`src/inc/pwr_seq_map.svh`:
```
// timing figures and reset levels of the sleep/reset sequencer
`ifndef PWR_SEQ_MAP_SVH
`define PWR_SEQ_MAP_SVH
// ****************************************
// clock and printed times
// ****************************************
`define PS_CLK_HZ   50000000
`define PS_DB_MS    16
`define PS_OVR_S    4
`define PS_TMO_S    4
// ****************************************
// derived cycle counts
// ****************************************
`define PS_DB_CYC   ((`PS_DB_MS * `PS_CLK_HZ) / 1000)
`define PS_OVR_CYC  (`PS_OVR_S * `PS_CLK_HZ)
`define PS_TMO_CYC  (`PS_TMO_S * `PS_CLK_HZ)
// ****************************************
// reset levels
// ****************************************
`define PS_HIGH     1'b1
`define PS_LOW      1'b0
`define PS_CNT_ZERO 32'h0
`define PS_CNT_ONE  32'h1
`endif

```
`src/inc/pwr_seq_pkg.sv`:
```
// types shared by the sleep/reset sequencer files
package pwr_seq_pkg;
   // power state, one-hot
   typedef enum logic [3:0] {
      st_s0    = 4'h1,
      st_rst   = 4'h2,
      st_sleep = 4'h4,
      st_deep  = 4'h8
   } pwr_state_t;
   // sleep depth held while in st_sleep
   typedef enum logic [1:0] {
      sx_s3 = 2'h1,
      sx_s4 = 2'h2,
      sx_s5 = 2'h3
   } sleep_type_t;
endpackage

```
`src/button_debounce.sv`:
```
// level debounce filter for the synchronised power-button level
`include "pwr_seq_map.svh"
module button_debounce #(
   parameter int unsigned DB_CYCLES = `PS_DB_CYC
) (
   // clock and reset
   input  wire logic mclk,
   input  wire logic arst_n,
   // filter ports
   input  wire logic raw_lvl,
   output logic      stable_lvl
);
   // ****************************************
   // elaboration check
   // ****************************************
   if (DB_CYCLES < 2) begin : g_chk
      $error("debounce count must be at least 2");
   end

   logic [31:0] cnt_q;      // cycles the raw level differs
   logic [31:0] cnt_d;
   logic        lvl_q;      // filtered level, released = 1
   logic        lvl_d;

   // ****************************************
   // next-state logic
   // ****************************************
   // any bounce back to the stable level restarts the window
   always_comb begin
      cnt_d = `PS_CNT_ZERO;
      lvl_d = lvl_q;
      if (raw_lvl != lvl_q) begin
         if (cnt_q == DB_CYCLES - 1) begin
            lvl_d = raw_lvl;
         end else begin
            cnt_d = cnt_q + `PS_CNT_ONE;
         end
      end
   end

   // registers; button reads released after reset
   always_ff @(posedge mclk or negedge arst_n) begin
      if (!arst_n) begin
         cnt_q <= `PS_CNT_ZERO;
         lvl_q <= `PS_HIGH;
      end else begin
         cnt_q <= cnt_d;
         lvl_q <= lvl_d;
      end
   end

   assign stable_lvl = lvl_q;
endmodule

```
`src/sleep_reset_button_sequencer.sv`:
```
// sleep state, platform reset and power-button sequencer
//
// Functional notes
// - platform reset low in sleep and resets
// - release reset on wake or reset completion
// - button press in S0 raises an interrupt
// - button press while sleeping wakes system
// - long press forces S5 after override time
// - override also acts from S4
// - 16 ms debounce on the button input
// - override S5 continues to deep sleep
// - primary-well reset holds sequencer logic
// - lan sleep control released in S0
// - power-good low forces platform reset
// - 4 s reset-entry timeout: global reset
// - lan control released when always-on released
`include "pwr_seq_map.svh"
module sleep_reset_button_sequencer
   import pwr_seq_pkg::*;
#(
   parameter int unsigned DB_CYCLES  = `PS_DB_CYC,
   parameter int unsigned OVR_CYCLES = `PS_OVR_CYC,
   parameter int unsigned TMO_CYCLES = `PS_TMO_CYC
) (
   // clock and reset
   input  wire logic       mclk,
   input  wire logic       arst_n,
   // board pins, asynchronous
   input  wire logic       power_button_in_n,
   input  wire logic       core_power_good_in,
   input  wire logic       primary_well_reset_in_n,
   // requests from core logic, same clock
   input  wire logic       sleep_req,
   input  wire logic [1:0] sleep_type_in,
   input  wire logic       reset_req,
   input  wire logic       reset_entry_done,
   input  wire logic       btn_sci_sel,
   input  wire logic       deep_sleep_en,
   input  wire logic       deep_sleep_ok,
   // sleep and reset outputs
   output logic            platform_reset_out_n,
   output logic            lan_sleep_ctl_n,
   output logic            wireless_sleep_ctl_n,
   output logic            always_on_domain_sleep_ctl_n,
   output logic            deep_sleep_state,
   // event pulses
   output logic            system_mgmt_interrupt,
   output logic            control_method_interrupt,
   output logic            global_reset_pulse
);
   // ****************************************
   // elaboration checks
   // ****************************************
   if (OVR_CYCLES < 2 || TMO_CYCLES < 2) begin : g_chk
      $error("override and timeout counts must be at least 2");
   end

   // ****************************************
   // pin synchronisers
   // ****************************************
   logic pb_m_q, pb_s_q;     // button, first and second stage
   logic pg_m_q, pg_s_q;     // core power good
   logic pw_m_q, pw_s_q;     // primary-well reset release

   // first stages are read only by second stages
   always_ff @(posedge mclk or negedge arst_n) begin
      if (!arst_n) begin
         pb_m_q <= `PS_HIGH;
         pb_s_q <= `PS_HIGH;
         pg_m_q <= `PS_LOW;
         pg_s_q <= `PS_LOW;
         pw_m_q <= `PS_LOW;
         pw_s_q <= `PS_LOW;
      end else begin
         pb_m_q <= power_button_in_n;
         pb_s_q <= pb_m_q;
         pg_m_q <= core_power_good_in;
         pg_s_q <= pg_m_q;
         pw_m_q <= primary_well_reset_in_n;
         pw_s_q <= pw_m_q;
      end
   end

   // ****************************************
   // button filter and edges
   // ****************************************
   logic btn_lvl;            // debounced level, released = 1
   logic btn_prev_q;         // level one cycle ago
   logic press;              // debounced press edge
   logic [31:0] ovr_cnt_q;   // cycles held down
   logic [31:0] ovr_cnt_d;
   logic ovr_fire;           // override time reached

   // long bounce filter before anything acts on the button
   button_debounce #(
      .DB_CYCLES (DB_CYCLES)
   ) u_db (
      .mclk       (mclk),
      .arst_n     (arst_n),
      .raw_lvl    (pb_s_q),
      .stable_lvl (btn_lvl)
   );

   assign press = btn_prev_q & ~btn_lvl;

   // override timer; saturates so it fires once per press
   always_comb begin
      ovr_cnt_d = ovr_cnt_q;
      if (btn_lvl) begin
         ovr_cnt_d = `PS_CNT_ZERO;
      end else if (ovr_cnt_q != OVR_CYCLES) begin
         ovr_cnt_d = ovr_cnt_q + `PS_CNT_ONE;
      end
   end

   assign ovr_fire = ~btn_lvl && (ovr_cnt_q == OVR_CYCLES - 1);

   // ****************************************
   // power state machine
   // ****************************************
   pwr_state_t  st_q, st_d;        // current power state
   sleep_type_t typ_q, typ_d;      // depth while sleeping
   logic        ovr_flag_q;        // S5 was reached by override
   logic        ovr_flag_d;
   logic        pcyc_q, pcyc_d;    // power cycle pending
   logic [31:0] tmo_cnt_q;         // reset-entry watchdog
   logic [31:0] tmo_cnt_d;
   logic        glob_d;            // global reset event
   logic        irq_d;             // button sleep request

   // next state; primary-well reset overrides everything
   always_comb begin
      st_d       = st_q;
      typ_d      = typ_q;
      ovr_flag_d = ovr_flag_q;
      pcyc_d     = pcyc_q;
      tmo_cnt_d  = `PS_CNT_ZERO;
      glob_d     = `PS_LOW;
      irq_d      = `PS_LOW;
      if (!pw_s_q) begin
         // wells not stable: park in S5, clear history
         st_d       = st_sleep;
         typ_d      = sx_s5;
         ovr_flag_d = `PS_LOW;
         pcyc_d     = `PS_LOW;
      end else if (ovr_fire && st_q != st_deep) begin
         // every state but st_deep: S0, reset, S3, S4 or S5 alike
         st_d       = st_sleep;
         typ_d      = sx_s5;
         ovr_flag_d = `PS_HIGH;
      end else begin
         case (st_q)
            st_s0: begin
               irq_d = press;
               if (reset_req) begin
                  st_d = st_rst;
               end else if (sleep_req) begin
                  st_d  = st_sleep;
                  typ_d = sleep_type_t'(sleep_type_in);
               end
            end
            st_rst: begin
               tmo_cnt_d = tmo_cnt_q + `PS_CNT_ONE;
               if (reset_entry_done) begin
                  st_d = st_s0;
               end else if (tmo_cnt_q == TMO_CYCLES - 1) begin
                  // stuck entry: power cycle through S5
                  st_d   = st_sleep;
                  typ_d  = sx_s5;
                  pcyc_d = `PS_HIGH;
                  glob_d = `PS_HIGH;
               end
            end
            st_sleep: begin
               if (press) begin
                  st_d       = st_s0;
                  ovr_flag_d = `PS_LOW;
               end else if (pcyc_q) begin
                  // power cycle done, come back up
                  st_d   = st_s0;
                  pcyc_d = `PS_LOW;
               end else if (ovr_flag_q && typ_q == sx_s5 &&
                            deep_sleep_en && deep_sleep_ok) begin
                  st_d       = st_deep;
                  ovr_flag_d = `PS_LOW;
               end
            end
            st_deep: begin
               if (press) begin
                  st_d = st_s0;
               end
            end
            default: begin
               // illegal code: fall to the safe off state
               st_d  = st_sleep;
               typ_d = sx_s5;
            end
         endcase
      end
   end

   // ****************************************
   // output next values
   // ****************************************
   logic plt_n_d, aon_n_d, lan_n_d, wlan_n_d;

   // outputs follow the next state so they change with it
   always_comb begin
      // reset low unless working and core power good
      plt_n_d  = (st_d == st_s0) && pg_s_q;
      aon_n_d  = !(st_d == st_sleep || st_d == st_deep);
      lan_n_d  = (st_d == st_s0) || aon_n_d;
      wlan_n_d = (st_d == st_s0) || aon_n_d;
   end

   // ****************************************
   // state registers
   // ****************************************
   // after reset the system sits off in S5 with reset low
   always_ff @(posedge mclk or negedge arst_n) begin
      if (!arst_n) begin
         st_q                         <= st_sleep;
         typ_q                        <= sx_s5;
         ovr_flag_q                   <= `PS_LOW;
         pcyc_q                       <= `PS_LOW;
         tmo_cnt_q                    <= `PS_CNT_ZERO;
         ovr_cnt_q                    <= `PS_CNT_ZERO;
         btn_prev_q                   <= `PS_HIGH;
         platform_reset_out_n         <= `PS_LOW;
         always_on_domain_sleep_ctl_n <= `PS_LOW;
         lan_sleep_ctl_n              <= `PS_LOW;
         wireless_sleep_ctl_n         <= `PS_LOW;
         deep_sleep_state             <= `PS_LOW;
         system_mgmt_interrupt        <= `PS_LOW;
         control_method_interrupt     <= `PS_LOW;
         global_reset_pulse           <= `PS_LOW;
      end else begin
         st_q                         <= st_d;
         typ_q                        <= typ_d;
         ovr_flag_q                   <= ovr_flag_d;
         pcyc_q                       <= pcyc_d;
         tmo_cnt_q                    <= tmo_cnt_d;
         ovr_cnt_q                    <= ovr_cnt_d;
         btn_prev_q                   <= btn_lvl;
         platform_reset_out_n         <= plt_n_d;
         always_on_domain_sleep_ctl_n <= aon_n_d;
         lan_sleep_ctl_n              <= lan_n_d;
         wireless_sleep_ctl_n         <= wlan_n_d;
         deep_sleep_state             <= (st_d == st_deep);
         system_mgmt_interrupt        <= irq_d & ~btn_sci_sel;
         control_method_interrupt     <= irq_d & btn_sci_sel;
         global_reset_pulse           <= glob_d;
      end
   end
endmodule

```
`config.mk`:
```
export PLATFORM = sky130hd
export DESIGN_NAME = sleep_reset_button_sequencer
export DESIGN_NICKNAME = d
export VERILOG_FILES = /design/src/inc/pwr_seq_pkg.sv /design/src/button_debounce.sv /design/src/sleep_reset_button_sequencer.sv
export VERILOG_INCLUDE_DIRS = /design/src /design/src/inc
export SDC_FILE = /design/constraint.sdc
export NUM_CORES = 1
export LEC_CHECK = 0
export BUFFER_PORTS_ARGS = -buffer_cell sky130_fd_sc_hd__buf_4
export CAP_MARGIN = 20
export CORE_UTILIZATION = 67
export CTS_CLUSTER_DIAMETER = 50
export DETAILED_ROUTE_END_ITERATION = 7
export PLACE_DENSITY = 0.85
export SKIP_CTS_REPAIR_TIMING = 1
export SLEW_MARGIN = 25
export SYNTH_ARGS = -nofsm -noshare
export SYNTH_HDL_FRONTEND = slang
export SYNTH_SLANG_ARGS = --single-unit
```
`constraint.sdc`:
```
create_clock -name mclk -period 3.3 [get_ports mclk]
set_input_delay 0.33 -clock mclk [delete_from_list [all_inputs] [get_ports mclk]]
set_output_delay 0.33 -clock mclk [all_outputs]
set_load 0.01 [all_outputs]
```
==> metrics.md <==
| Metric | Value |
|---|---|
| Max Cap Violations | 0 |
| Final setup TNS | 0 ps |
| Flip-flop cell with the highest count after synthesis | dfrtp_1 |
| Async S/R FF share, synth | 100% |
| Critical Path End Type | register |
| Most frequent cells in the layout | nor2_1, dfrtp_1, xor2_1 |
| Vias in the first global route | 4,541 |
| Cell count after synthesis | 606 |
| Setup crit start | tmo_cnt_q[0]$_DFF_PN0_ |
| CP Max Fanout | 12 |
| WL per Instance | 17.1 um |
| Number of remaining DRC errors | 0 |
| Number of vias per cell | 6.16 |
| Number of warnings printed during yosys synthesis | 0 |
| FF+latch count, synth | 119 |
| Clock latency on the worst-skew pair | 520 ps |
| Class of the worst hold path | primary input to register |
| Synthesized netlist net count | 623 |
| Routability congestion estimate from global placement | 0.841 |
| Routing layer with the top usage in global route | met2 |
| Final HPWL from detailed placement | 7460 um |
| Cell taking the most area after synthesis | dfrtp_1 |
| Utilization of the core after routing | 79.6% |
| Worst ir drop on vdd | 347 uV |
| Max-slew violation total from the final report | 0 |
| Met2 capacity usage during global routing | 50.8% |
| Biggest area contributors in the synthesized netlist | dfrtp_1, nor2_1, xor2_1, xnor2_1, nand3_1 |
| Most common cell after layout, fill and taps aside | nor2_1 |
| Hold Slack | 80.6 ps |
| Total core area | 0.00868 mm2 |
| GR Overflow Total | 0 |
| TritonCTS clock tree | built |
| Transition at the pin with the smallest max-transition slack | 799 ps |
| Root buffer cell | clkbuf_8 |
| Relative slew slack | 46.7% |
| Max Fclk | 0.421 GHz |
| IO Count | 21 |
| Portion of the clock cycle consumed by the worst path in the final layout | 72.0% |
| Number of different library cells in the post-synthesis netlist | 55 |
| Number of enable flip-flop cells after synthesis | 0 |
| Reg clk slew, reported paths | 60 ps |
| Setup repair after global routing missed its margin | false |
| Antenna violations before repair | 0 |
| Die H | 96.3 um |
| Met1 usage | 37.2% |
| Fraction of final layout cells sized beyond drive strength 1 | 11.4% |
| Remaining antenna violation count | 0 |
| Required time of the critical path | 3740 ps |
| Wire length of the first global-routing pass | 21,200 um |
| Met3 routing resource usage after global routing | 9.08% |
| Ant diodes | 0 |
| Length in cells of the worst reg-to-reg path | 6 |
| Maximum clock skew at final layout | 9.14 ps |
| Leakage power summed over all cells | 0.00291 uW |
| Post-synthesis average cell area | 9.83 um2 |
| Fin crit period | 2380 ps |
| Total wire length | 12,900 um |
| Startpoint of the most critical register-to-register path | tmo_cnt_q[0]$_DFF_PN0_ |
| R2R Path End | typ_q[0]$_DFFE_PN1P_ |
| Critical Path AT | 2810 ps |
| Number of buffer cells added on primary ports | 20 |
| Total power of the final layout | 3590 uW |
| Final layout net count | 654 |
| Area grow syn2layout | 15.9% |
| Die Area | 0.00928 mm2 |
| Number of DRC violations after detailed-routing iteration 0 | 217 |
| Top cell type's share of synthesized area | 47.0% |
| Crit path launch type | register |
| Setup violation total in the final timing report | 0 |
| Worst setup path endpoint | typ_q[0]$_DFFE_PN1P_ |
| Number of stages on the worst hold path | 3 |
| Power density cells | 520 mW/mm2 |
| Site row count | 34 |
| TritonCTS buffer count | 17 |
| Die outline width | 96.3 um |
| Netlist area before placement | 0.00596 mm2 |
| Setup CP Type | register to register |
| Count of final hold-check violations | 0 |
| Maximum number of pins on one net before global-route repair | 64 |
| Register-to-register path setup slack | 920 ps |
| Share of the yosys chip area belonging to registers | 50.1% |
| Run status | finished clean |
| DR vias | 4,669 |
| First-pass iteration count of the detailed router | 7 |
| Clock buffer depth | 2 |
| Deepest level of the CTS H-tree | 4 |
| Total number of clock tree sinks | 119 |
| GRT Resource Usage Total | 30.5% |
| Starting density of the core | 68.7% |
-- logic make-up (layout without fill, tap and decap cells) --
group / count (synthesis) / in the layout / synth area share [%]
AO/OA/AOI/OAI: 29 / 29 / 3.07
adder cells (fa/ha/maj): 4 / 4 / 0.840
flip-flops: 119 / 119 / 50.1
AND/OR/NAND/NOR: 332 / 332 / 30.0
buffers and inverters: 29 / 73 / 2.25
multiplexers: 2 / 2 / 0.357
XOR/XNOR: 91 / 91 / 13.4
-- area by class of cell --
type / count / area, um2
clock buffers: 25 / 494
clock inverters: 7 / 163
fillers: 503 / 1770
inverters: 11 / 41.3
multi-input cells: 458 / 2840
flip-flops and latches: 119 / 2990
well taps: 108 / 135
repair buffers: 30 / 250
-- power breakdown --
part	switching [uW]	total, uW	internal [uW]
logic	43.8	64.9	21.1
clock network	650	2050	1400
registers	5.52	1470	1470
total	700	3590	2890
-- registers in the layout, indices dropped and copies added, names as in the netlist --
signal                        cells
always_on_domain_sleep_ctl_n      1
pb_s_q                            1
pw_m_q                            1
pcyc_q                            1
u_db.cnt_q                       32
pg_s_q                            1
platform_reset_out_n              1
ovr_flag_q                        1
pb_m_q                            1
system_mgmt_interrupt             1
pg_m_q                            1
tmo_cnt_q                        32
deep_sleep_state                  1
u_db.stable_lvl                   1
global_reset_pulse                1
typ_q                             2
control_method_interrupt          1
pw_s_q                            1
btn_prev_q                        1
st_q                              4
wireless_sleep_ctl_n              1
ovr_cnt_q                        32
-- routing by layer --
metal / part of all wire, % / up-vias / wire [um]
met2: 50 / 152 / 6510
met1: 43 / 2301 / 5500
met4: 2.2 / 0 / 283
li1: - / 2184 / -
met5: 0 / - / 0
met3: 5.0 / 32 / 647
-- cells in the mapped netlist, types with 2 or more instances --
cell      number
nand3_1       40
a31oi_1        2
xor2_1        49
nor3_1        22
nand2b_1       6
nor2b_1        3
o21ai_1        3
and3_1        15
dfrtp_1      112
dfstp_2        7
nor3b_1        2
xnor2_1       42
buf_4          4
and2_1         4
nor2_2         2
nor2_1       115
buf_2          8
nand4_1       31
nor4bb_1       3
clkbuf_1       4
and4_1        16
nor4_1        20
o21ai_0        6
o21a_1         2
ha_1           4
nor4b_1        7
nand2_1       30
a21oi_1        9
buf_1          2
inv_1         11
-- per-stage QoR --
| step | cells | setup slack, ps | area, um2 |
|---|---|---|---|
| after global placement | 721 | 1040 | 6200 |
| after CTS | 753 | 924 | 6860 |
| after floorplan | 606 | 1490 | 5960 |
| after global routing | 758 | 740 | 6910 |
| after detailed placement | 721 | 984 | 6200 |
| final | 758 | 924 | 6910 |
-- worst max-delay path, cell delays in order (launching register included) --
cell	delay, ps
dfrtp_1	390
ha_1	190
and3_1	280
nand3_1	390
o41ai_2	560
nor4b_1	360
o21ai_1	120
-- worst min path at each step --
stage,start,endpoint
3_5_place_dp,pg_m_q$_DFF_PN0_,pg_s_q$_DFF_PN0_
3_3_place_gp,pg_m_q$_DFF_PN0_,pg_s_q$_DFF_PN0_
2_1_floorplan,arst_n,always_on_domain_sleep_ctl_n$_DFF_PN0_
6_report,sleep_type_in[1],typ_q[1]$_DFFE_PN1P_
4_1_cts,primary_well_reset_in_n,pw_m_q$_DFF_PN0_
5_1_grt,sleep_type_in[1],typ_q[1]$_DFFE_PN1P_
No activity file was read; power rests on OpenSTA's default activity.
